### src/core/cmm_regs.svh
`ifndef CMM_REGS_SVH
`define CMM_REGS_SVH

`define CMM_PADDR_W 23
`define CMM_DADDR_W 24
`define CMM_RESET_PC 23'h00_0000
`define CMM_DIRECT_IO_LAST 24'h00_003F
`define CMM_IO_LAST 24'h00_0FFF
`define CMM_NVM_FIRST 24'h00_1000
`define CMM_NVM_LAST 24'h00_1FFF
`define CMM_SRAM_FIRST 24'h00_2000

`define CMM_OP_NOP 4'h0
`define CMM_OP_ALU_RR 4'h1
`define CMM_OP_ALU_R 4'h2
`define CMM_OP_LDI 4'h3
`define CMM_OP_SUBI 4'h4
`define CMM_OP_ANDI 4'h5
`define CMM_OP_ORI 4'h6
`define CMM_OP_MUL 4'h7
`define CMM_OP_LD 4'h8
`define CMM_OP_ST 4'h9
`define CMM_OP_IO 4'hA
`define CMM_OP_RJMP 4'hB
`define CMM_OP_BRZ 4'hC
`define CMM_OP_PAGE 4'hD
`define CMM_OP_SELFPROG 4'hE

`define CMM_PTR_X 5'h1A
`define CMM_PTR_Y 5'h1C
`define CMM_PTR_Z 5'h1E
`define CMM_PTR_HI 5'h01
`define CMM_FLAG_C 0
`define CMM_FLAG_Z 1
`define CMM_FLAG_N 2
`define CMM_FLAG_V 3

`endif

### src/core/cmm_pkg.sv
package cmm_pkg;
    typedef enum logic [1:0] {
        cmm_st_run = 2'h0,
        cmm_st_load = 2'h1,
        cmm_st_mul = 2'h2
    } cmm_state_type;

    typedef enum logic [3:0] {
        cmm_alu_add = 4'h0,
        cmm_alu_sub = 4'h1,
        cmm_alu_and = 4'h2,
        cmm_alu_or = 4'h3,
        cmm_alu_inc = 4'h4,
        cmm_alu_dec = 4'h5,
        cmm_alu_com = 4'h6,
        cmm_alu_lsr = 4'h7,
        cmm_alu_pass = 4'h8
    } cmm_alu_op_type;
endpackage

### src/core/cmm_alu_if.sv
`timescale 1ns/1ps
interface cmm_alu_if;
    import cmm_pkg::*;
    cmm_alu_op_type alu_op;
    logic [7:0] a;
    logic [7:0] b;
    logic cin;
    logic [7:0] res;
    logic c_out;
    logic v_out;
    logic mul_start;
    logic mul_done;
    logic [15:0] prod;
    modport core (output alu_op, a, b, cin, mul_start, input res, c_out, v_out, mul_done, prod);
    modport alu (input alu_op, a, b, cin, mul_start, output res, c_out, v_out, mul_done, prod);
endinterface

### src/core/cmm_alu.sv
`timescale 1ns/1ps
module cmm_alu import cmm_pkg::*; (
    input wire logic clock,
    input wire logic rst_n,
    cmm_alu_if.alu bus
);
    logic [7:0] mul_a_q;
    logic [7:0] mul_b_q;
    logic mul_busy_q;
    logic [8:0] wide;

    // single-cycle arithmetic and logic on the two operands
    always_comb begin
        wide = 9'h000;
        bus.res = 8'h00;
        bus.c_out = bus.cin;
        bus.v_out = 1'b0;
        unique case (bus.alu_op)
            cmm_alu_add: begin
                wide = {1'b0, bus.a} + {1'b0, bus.b};
                bus.res = wide[7:0];
                bus.c_out = wide[8];
                bus.v_out = (bus.a[7] == bus.b[7]) && (wide[7] != bus.a[7]);
            end
            cmm_alu_sub: begin
                wide = {1'b0, bus.a} - {1'b0, bus.b};
                bus.res = wide[7:0];
                bus.c_out = wide[8];
                bus.v_out = (bus.a[7] != bus.b[7]) && (wide[7] != bus.a[7]);
            end
            cmm_alu_and: bus.res = bus.a & bus.b;
            cmm_alu_or: bus.res = bus.a | bus.b;
            cmm_alu_inc: begin
                bus.res = bus.a + 8'h01;
                bus.v_out = (bus.a == 8'h7F);
            end
            cmm_alu_dec: begin
                bus.res = bus.a - 8'h01;
                bus.v_out = (bus.a == 8'h80);
            end
            cmm_alu_com: begin
                bus.res = ~bus.a;
                bus.c_out = 1'b1;
            end
            cmm_alu_lsr: begin
                bus.res = {1'b0, bus.a[7:1]};
                bus.c_out = bus.a[0];
                bus.v_out = bus.a[0]; // n is always clear, so v = n ^ c = c
            end
            cmm_alu_pass: bus.res = bus.b;
            default: bus.res = 8'h00; // spare op codes give zero
        endcase
    end

    // operands captured on the issue edge, product ready in the second cycle
    always_ff @(posedge clock or negedge rst_n) begin
        if (!rst_n) begin
            mul_a_q <= 8'h00;
            mul_b_q <= 8'h00;
            mul_busy_q <= 1'b0;
        end else begin
            mul_busy_q <= bus.mul_start;
            if (bus.mul_start) begin
                mul_a_q <= bus.a;
                mul_b_q <= bus.b;
            end
        end
    end

    assign bus.mul_done = mul_busy_q;
    assign bus.prod = 16'(mul_a_q) * 16'(mul_b_q);
endmodule

### src/core/cmm_core.sv
`timescale 1ns/1ps
`include "cmm_regs.svh"
module cmm_core import cmm_pkg::*; #(
    parameter logic [22:0] BOOT_START = 23'h01_0000,
    parameter logic [22:0] TABLE_START = 23'h00_E000
) (
    input wire logic clock,
    input wire logic nrst,
    input wire logic [15:0] prog_data,
    input wire logic [7:0] data_rdata,
    input wire logic nvm_map_en,
    input wire logic app_wr_lock,
    input wire logic app_rw_lock,
    input wire logic tbl_wr_lock,
    input wire logic tbl_rw_lock,
    input wire logic boot_wr_lock,
    input wire logic boot_rw_lock,
    output logic prog_rd_q,
    output logic [22:0] prog_addr_q,
    output logic [23:0] data_addr_q,
    output logic [7:0] data_wdata_q,
    output logic data_rd_q,
    output logic data_wr_q,
    output logic io_sel_q,
    output logic nvm_sel_q,
    output logic sram_sel_q,
    output logic selfprog_wr_q,
    output logic [22:0] selfprog_addr_q,
    output logic [15:0] selfprog_data_q,
    output logic selfprog_refused_q
);
    logic rst_meta_q, rst_n_q, ir_valid_q, ld_live_q;
    cmm_state_type state_q;
    logic [22:0] ir_pc_q;
    logic [7:0] rf_q [32];
    logic [3:0] sreg_q;
    logic [7:0] page_q;
    logic [4:0] ld_dst_q;
    logic exec, in_io, in_nvm, in_sram, mem_live, sp_locked, sp_ok, rf_we;
    logic flag_we, jump, ld_go, st_go, mul_go, sp_go, ptr_inc, page_we;
    logic [15:0] ir, ptr_val;
    logic [3:0] opc;
    logic [4:0] rd_a, rr_a, imm_a, mem_a, ptr_a, rf_wa;
    logic [23:0] eff_addr;
    logic [22:0] off, jump_to, sp_tgt;

    cmm_alu_if alu_bus();
    cmm_alu u_alu (
        .clock(clock),
        .rst_n(rst_n_q),
        .bus(alu_bus)
    );

    // reset release through two flops so every flop leaves reset on the same edge
    always_ff @(posedge clock or negedge nrst) begin
        if (!nrst) begin
            rst_meta_q <= 1'b0;
            rst_n_q <= 1'b0;
        end else begin
            rst_meta_q <= 1'b1;
            rst_n_q <= rst_meta_q;
        end
    end

    // instruction fields; the word comes straight off the program bus
    assign ir = prog_data;
    assign opc = ir[15:12];
    assign rd_a = ir[9:5];
    assign rr_a = ir[4:0];
    assign imm_a = {1'b1, ir[11:8]};
    assign mem_a = (opc == `CMM_OP_IO) ? ir[4:0] : ir[9:5];
    assign exec = (state_q == cmm_st_run) && ir_valid_q;

    // pointer pairs: even register is the low byte
    always_comb begin
        unique case (ir[11:10])
            2'h0: ptr_a = `CMM_PTR_X;
            2'h1: ptr_a = `CMM_PTR_Y;
            default: ptr_a = `CMM_PTR_Z;
        endcase
    end
    assign ptr_val = {rf_q[ptr_a | `CMM_PTR_HI], rf_q[ptr_a]};

    // direct I/O form carries only six address bits, so it cannot reach extended I/O
    assign eff_addr = (opc == `CMM_OP_IO) ? {18'h0_0000, ir[10:5]} : {page_q, ptr_val};
    assign in_io = eff_addr <= `CMM_IO_LAST;
    assign in_nvm = (eff_addr >= `CMM_NVM_FIRST) && (eff_addr <= `CMM_NVM_LAST);
    assign in_sram = eff_addr >= `CMM_SRAM_FIRST;
    assign mem_live = !in_nvm || nvm_map_en;

    assign off = (opc == `CMM_OP_RJMP) ? {{11{ir[11]}}, ir[11:0]} : {{12{ir[10]}}, ir[10:0]};
    assign jump_to = ir_pc_q + 23'h00_0001 + off;

    // self-programming target is the Z word address; sections split by their starts
    assign sp_tgt = {7'h00, rf_q[`CMM_PTR_Z | `CMM_PTR_HI], rf_q[`CMM_PTR_Z]};
    always_comb begin
        if (sp_tgt >= BOOT_START) begin
            sp_locked = boot_wr_lock || boot_rw_lock;
        end else if (sp_tgt >= TABLE_START) begin
            sp_locked = tbl_wr_lock || tbl_rw_lock;
        end else begin
            sp_locked = app_wr_lock || app_rw_lock;
        end
    end
    assign sp_ok = (ir_pc_q >= BOOT_START) && !sp_locked;

    // instruction decode into control strobes
    always_comb begin
        alu_bus.alu_op = cmm_alu_pass;
        alu_bus.b = ir[7:0];
        rf_we = 1'b0;
        rf_wa = rd_a;
        flag_we = 1'b0;
        jump = 1'b0;
        ld_go = 1'b0;
        st_go = 1'b0;
        mul_go = 1'b0;
        sp_go = 1'b0;
        ptr_inc = 1'b0;
        page_we = 1'b0;
        if (exec) begin
            case (opc)
                `CMM_OP_ALU_RR: begin
                    alu_bus.alu_op = cmm_alu_op_type'({2'h0, ir[11:10]});
                    alu_bus.b = rf_q[rr_a];
                    rf_we = 1'b1;
                    flag_we = 1'b1;
                end
                `CMM_OP_ALU_R: begin
                    alu_bus.alu_op = cmm_alu_op_type'({2'h1, ir[11:10]});
                    rf_we = 1'b1;
                    flag_we = 1'b1;
                end
                `CMM_OP_LDI: begin
                    rf_wa = imm_a;
                    rf_we = 1'b1;
                end
                `CMM_OP_SUBI, `CMM_OP_ANDI, `CMM_OP_ORI: begin
                    alu_bus.alu_op = (opc == `CMM_OP_SUBI) ? cmm_alu_sub :
                                     (opc == `CMM_OP_ANDI) ? cmm_alu_and : cmm_alu_or;
                    rf_wa = imm_a;
                    rf_we = 1'b1;
                    flag_we = 1'b1;
                end
                `CMM_OP_MUL: begin
                    alu_bus.b = rf_q[rr_a];
                    mul_go = 1'b1;
                end
                `CMM_OP_LD: begin
                    ld_go = 1'b1;
                    ptr_inc = ir[0];
                end
                `CMM_OP_ST: begin
                    st_go = 1'b1;
                    ptr_inc = ir[0];
                end
                `CMM_OP_IO: begin
                    st_go = ir[11];
                    ld_go = !ir[11];
                end
                `CMM_OP_RJMP: jump = 1'b1;
                `CMM_OP_BRZ: jump = sreg_q[`CMM_FLAG_Z] ^ ir[11];
                `CMM_OP_PAGE: page_we = 1'b1;
                `CMM_OP_SELFPROG: sp_go = 1'b1;
                default: jump = 1'b0; // no-operation and spare codes
            endcase
        end
    end

    assign alu_bus.a = rf_q[rf_wa];
    assign alu_bus.cin = sreg_q[`CMM_FLAG_C];
    assign alu_bus.mul_start = mul_go;

    // fetch: program bus only; the next word is read while this one executes
    always_ff @(posedge clock or negedge rst_n_q) begin
        if (!rst_n_q) begin
            prog_rd_q <= 1'b0;
            prog_addr_q <= `CMM_RESET_PC;
            ir_pc_q <= `CMM_RESET_PC;
            ir_valid_q <= 1'b0;
        end else if (state_q == cmm_st_run) begin
            prog_rd_q <= 1'b1;
            if (jump) begin
                prog_addr_q <= jump_to; // prefetched word is dropped
                ir_valid_q <= 1'b0;
            end else begin
                ir_pc_q <= prog_addr_q;
                ir_valid_q <= 1'b1;
                if (!(ld_go || mul_go)) begin
                    prog_addr_q <= prog_addr_q + 23'h00_0001;
                end
            end
        end else if (state_q == cmm_st_load || alu_bus.mul_done) begin
            prog_addr_q <= prog_addr_q + 23'h00_0001; // held word is now in hand, so fetching moves on
        end
    end

    // wait states for load return and the second multiply cycle
    always_ff @(posedge clock or negedge rst_n_q) begin
        if (!rst_n_q) begin
            state_q <= cmm_st_run;
            ld_dst_q <= 5'h00;
            ld_live_q <= 1'b0;
        end else begin
            unique case (state_q)
                cmm_st_run: begin
                    if (ld_go) begin
                        state_q <= cmm_st_load;
                        ld_dst_q <= mem_a;
                        ld_live_q <= mem_live;
                    end else if (mul_go) begin
                        state_q <= cmm_st_mul;
                    end
                end
                cmm_st_load: state_q <= cmm_st_run;
                cmm_st_mul: if (alu_bus.mul_done) state_q <= cmm_st_run;
            endcase
        end
    end

    // register file: one byte port for results, one pair port for pointers and products
    always_ff @(posedge clock or negedge rst_n_q) begin
        if (!rst_n_q) begin
            for (int i = 0; i < 32; i++) begin
                rf_q[i] <= 8'h00;
            end
        end else begin
            if (rf_we) rf_q[rf_wa] <= alu_bus.res;
            if (ptr_inc) begin
                {rf_q[ptr_a | `CMM_PTR_HI], rf_q[ptr_a]} <= ptr_val + 16'h0001;
            end
            if (state_q == cmm_st_load) begin
                rf_q[ld_dst_q] <= ld_live_q ? data_rdata : 8'h00;
            end
            if (state_q == cmm_st_mul && alu_bus.mul_done) begin
                {rf_q[1], rf_q[0]} <= alu_bus.prod;
            end
        end
    end

    // status flags follow the register and subtract/and/or immediate ALU results; load-immediate and multiply leave them
    always_ff @(posedge clock or negedge rst_n_q) begin
        if (!rst_n_q) begin
            sreg_q <= 4'h0;
        end else if (flag_we) begin
            sreg_q[`CMM_FLAG_C] <= alu_bus.c_out;
            sreg_q[`CMM_FLAG_Z] <= (alu_bus.res == 8'h00);
            sreg_q[`CMM_FLAG_N] <= alu_bus.res[7];
            sreg_q[`CMM_FLAG_V] <= alu_bus.v_out;
        end
    end

    // upper byte of data addresses for pointer forms
    always_ff @(posedge clock or negedge rst_n_q) begin
        if (!rst_n_q) begin
            page_q <= 8'h00;
        end else if (page_we) begin
            page_q <= ir[7:0];
        end
    end

    // data bus: runs beside the program bus; unmapped window access gives no strobe
    always_ff @(posedge clock or negedge rst_n_q) begin
        if (!rst_n_q) begin
            data_addr_q <= 24'h00_0000;
            data_wdata_q <= 8'h00;
            data_rd_q <= 1'b0;
            data_wr_q <= 1'b0;
            io_sel_q <= 1'b0;
            nvm_sel_q <= 1'b0;
            sram_sel_q <= 1'b0;
        end else begin
            data_rd_q <= ld_go && mem_live;
            data_wr_q <= st_go && mem_live;
            io_sel_q <= (ld_go || st_go) && in_io;
            nvm_sel_q <= (ld_go || st_go) && in_nvm && nvm_map_en;
            sram_sel_q <= (ld_go || st_go) && in_sram;
            if (ld_go || st_go) begin
                data_addr_q <= eff_addr;
                data_wdata_q <= rf_q[mem_a];
            end
        end
    end

    // self-programming request: honoured only from boot code on an unlocked section
    always_ff @(posedge clock or negedge rst_n_q) begin
        if (!rst_n_q) begin
            selfprog_wr_q <= 1'b0;
            selfprog_refused_q <= 1'b0;
            selfprog_addr_q <= 23'h00_0000;
            selfprog_data_q <= 16'h0000;
        end else begin
            selfprog_wr_q <= sp_go && sp_ok;
            selfprog_refused_q <= sp_go && !sp_ok;
            if (sp_go) begin
                selfprog_addr_q <= sp_tgt;
                selfprog_data_q <= {rf_q[1], rf_q[0]};
            end
        end
    end
endmodule

### config.mk
export PLATFORM = sky130hd
export DESIGN_NAME = cmm_core
export DESIGN_NICKNAME = d
export VERILOG_FILES = /design/src/core/cmm_pkg.sv /design/src/core/cmm_alu_if.sv /design/src/core/cmm_alu.sv /design/src/core/cmm_core.sv
export VERILOG_INCLUDE_DIRS = /design/src /design/src/core
export SDC_FILE = /design/constraint.sdc
export NUM_CORES = 2
export LEC_CHECK = 0
export BUFFER_PORTS_ARGS = -buffer_cell sky130_fd_sc_hd__clkbuf_2
export CORE_AREA = 2 2 267 269
export DETAILED_ROUTE_END_ITERATION = 6
export DIE_AREA = 0 0 269 271
export GPL_TIMING_DRIVEN = 0
export SETUP_SLACK_MARGIN = 0.5
export SYNTH_ARGS = -nofsm -noshare
export SYNTH_HDL_FRONTEND = slang
export SYNTH_SLANG_ARGS = --single-unit
### constraint.sdc
create_clock -name clock -period 17.2 [get_ports clock]
set_clock_uncertainty 0.1 [all_clocks]
set_input_delay 1.72 -clock clock [delete_from_list [all_inputs] [get_ports clock]]
set_output_delay 1.72 -clock clock [all_outputs]
set_load 0.01 [all_outputs]
==> impl_metrics.py <==
metrics = {
    "run_status": {
        "outcome": "finished, violations left",
        "violations": "max-capacitance violations, max-slew violations",
    },
    "min_path": {
        "hold_class": "register to asynchronous set/reset pin",
    },
    "floorplan": {
        "die_x_microns": 269,
        "initial_core_util_pct": 44.65,
        "pin_count": 135,
        "std_cell_rows": 97,
        "die_height_microns": 271,
        "core_area_sq_um": 69790,
        "die-area_sq_um": 72900,
    },
    "place": {
        "dpl-instance-area_sq_um": 33220,
        "numPortBuffers": 124,
        "place_congestion": 1.150,
        "dp.cells": 4798,
        "dp_hpwl_microns": 136500,
        "pre_cts_ws_ns": 7.256,
    },
    "timing": {
        "fin_crit_sh_pct": 58.40,
        "rsz0062_at_grt": "false",
        "setup_ws_ns": 7.156,
        "report.final.hold_viol_count": 0,
        "min_period_ns": 10.04,
        "finalSetupViolCount": 0,
        "maxSlewViolCount": 57,
        "relSlewSlack_pct": -7.348,
        "timing.fmax_mhz": 99.56,
        "worst_slew_pin_slew_ns": 1.565,
    },
    "cells_and_area": {
        "fin_area_sq_um": 34720,
        "syn_to_final_growth_pct": 11.44,
        "drive_above_1_share_pct": 11.90,
        "final_cells": 4893,
        "register_area_sq_um": 10290,
        "multi_input_area_sq_um": 19190,
        "finalNetCount": 4051,
        "fillers": 6746,
    },
    "run": {
        "maxCapViolCount": 7,
    },
    "synthesis": {
        "post-synth-top-area-fraction_pct": 33.01,
        "async_reset_ff_share_pct": 100.0,
        "synth_area_leaders": "dfrtp_1 (33%), nand2_1 (7.9%), mux2i_1 (5.1%), o21ai_0 (4.7%), mux4_2 (3.8%)",
        "syn_area_sq_um": 31160,
        "avgSynthCellArea_sq_um": 8.383,
        "ys_seq_area_share_pct": 33.01,
        "ys_ff_latch": 411,
        "synth_cell_types": 101,
        "yosys.area.top_type": "dfrtp_1",
        "synth_edf_count": 0,
        "synthCells": 3717,
        "yosysWarningCount": 0,
        "synth_ff_type": "dfrtp_1",
    },
    "detailed_routing": {
        "avgViaCountPerCell": 6.896,
        "wl_per_cell_microns": 36.26,
        "first_pass_iters": 7,
        "route.vias.total": 33740,
        "antenna_left": 0,
        "drt_iter0_markers": 5331,
        "drcViolationCount": 0,
        "drt_wl_total_microns": 177400,
    },
    "setup_path": {
        "startpoint_type": "input port",
        "rrSetupSlack_ns": 8.93,
        "slowest_stage": "clkbuf_1",
        "required_ns": 17.61,
        "crit_family": "buffers and inverters",
        "crit_path_end_kind": "register",
        "crit_buf_inv": 6,
        "critPathArrivalTime_ns": 10.45,
        "worstPathMaxFanout": 10,
        "cpMostUsedCell": "buf_2",
        "crit_type": "input port to register",
        "slowest_delay_ns": 1.08,
    },
    "power": {
        "powerDensity_nw_per_um2": 178.7,
        "leakagePower_nw": 14.40,
        "power.total_w": 0.006207,
        "vdd_drop_max_mv": 0.1090,
    },
    "clock_network": {
        "cts_resized": 0,
        "cts_buffer_depth": 3,
        "tritoncts": "yes",
        "cts.sinks": 411,
        "postCtsHoldBufs": 0,
        "postCtsSetupBuffers": 0,
        "clk_transition_reported_paths_ns": 0.06,
        "cts-buffers-inserted": 47,
        "htree_levels": 2,
        "cts_root_buf": "clkbuf_16",
        "insertion_delay_ns": 0.63,
    },
    "global_route": {
        "grt_usage_pct": 47.98,
        "antenna_found_initial": 13,
        "grt.overflow.total": 0,
        "grt_max_degree": 71,
        "grt_pass1_vias": 30790,
        "grt_pass1_wl_microns": 243300,
    },
}
[through the flow]
stage / utilization [%] / hold slack (ns) / TNS (ns)
global placement: 47.26 / 0.2445 / -145.59
finish: 49.76 / 0.1917 / 0
global route: 49.73 / 0.2252 / 0
detailed placement: 47.60 / 0.1993 / 0
floorplan: - / 0.2312 / 0
CTS: 49.71 / 0.2019 / 0
[metal layers]
layer | up-vias | track usage [%] | wire length [microns]
met5 | - | 0.1351 | 79
met4 | 12 | 31.08 | 14670
met3 | 704 | 17.67 | 23660
met2 | 2566 | 65.49 | 70060
met1 | 16520 | 63.17 | 68960
li1 | 13940 | - | -
[cells by family after synthesis]
family	Yosys count	share of synthesized area [%]
AND/OR/NAND/NOR	1332	19.10
AO/OA/AOI/OAI	1109	23.70
flip-flops	411	33.01
buffers and inverters	408	5.533
multiplexers	293	11.84
adder cells (fa/ha/maj)	110	5.332
XOR/XNOR	52	1.462
other	2	0.02410
[power breakdown]
part | leakage [nW] | switching [W] | internal (W)
combinational | 8.46 | 0.00191 | 0.00110
clock | 0.715 | 0.000426 | 0.000563
sequential | 5.23 | 0.000820 | 0.00138
[worst paths after layout]
kind / start / to / cells past startpoint
worst max-delay path: prog_data[1] / rf_q[39] / 26
worst min-delay path: rst_n_q / selfprog_addr_q[4] / 0
worst max register to register: state_q[0] / rf_q[39] / 26
worst min register to register: rst_n_q / selfprog_addr_q[4] / 0
max in group asynchronous: rst_n_q / rf_q[226] / 4
min in group clock: rst_meta_q / rst_n_q / 0
[placed cells by master (no fill, tap or decap), types with 45 or more instances in the layout]
cell type,count
nand2_1,655
dfrtp_1,410
o21ai_0,294
nor2_1,272
clkbuf_1,231
a21oi_1,220
mux2i_1,158
o211ai_1,131
clkbuf_2,127
a211oi_1,115
nand3_1,111
inv_1,88
mux2_2,80
ha_1,72
and3_1,68
buf_2,57
mux4_2,52
and2_1,50
clkbuf_16,49
a311oi_1,48
nor3_1,45
[cell usage after synthesis (52+ instances only)]
cell type and count:
ha_1 72, mux2_2 80, nor2_1 273, clkbuf_1 216, inv_1 88, o211ai_1 131, a21oi_1 220, dfrtp_1 411
a211oi_1 115, nand3_1 111, mux2i_1 158, buf_2 57, mux4_2 52, o21ai_0 295, nand2_1 655, and3_1 68
[cell type report]
class,count,share of cell area (%)
clock buffers,75,4.100
diodes,12,0.08648
repair buffers,136,2.450
inverters,89,0.9621
multi-input cells,2904,55.25
flip-flops and latches,411,29.63
well taps,940,3.387
plain buffers,319,4.007
clock inverters,7,0.1261
[sequential cells by signal (all words and copies together), names as in the netlist, 2 cells and up]
name	flops
u_alu.mul_a_q	8
data_addr_q	24
rf_q	256
data_wdata_q	8
u_alu.mul_b_q	8
selfprog_addr_q	16
page_q	8
ir_pc_q	23
prog_addr_q	23
selfprog_data_q	16
state_q	2
ld_dst_q	5
No activity file was read; power rests on OpenSTA's default activity.
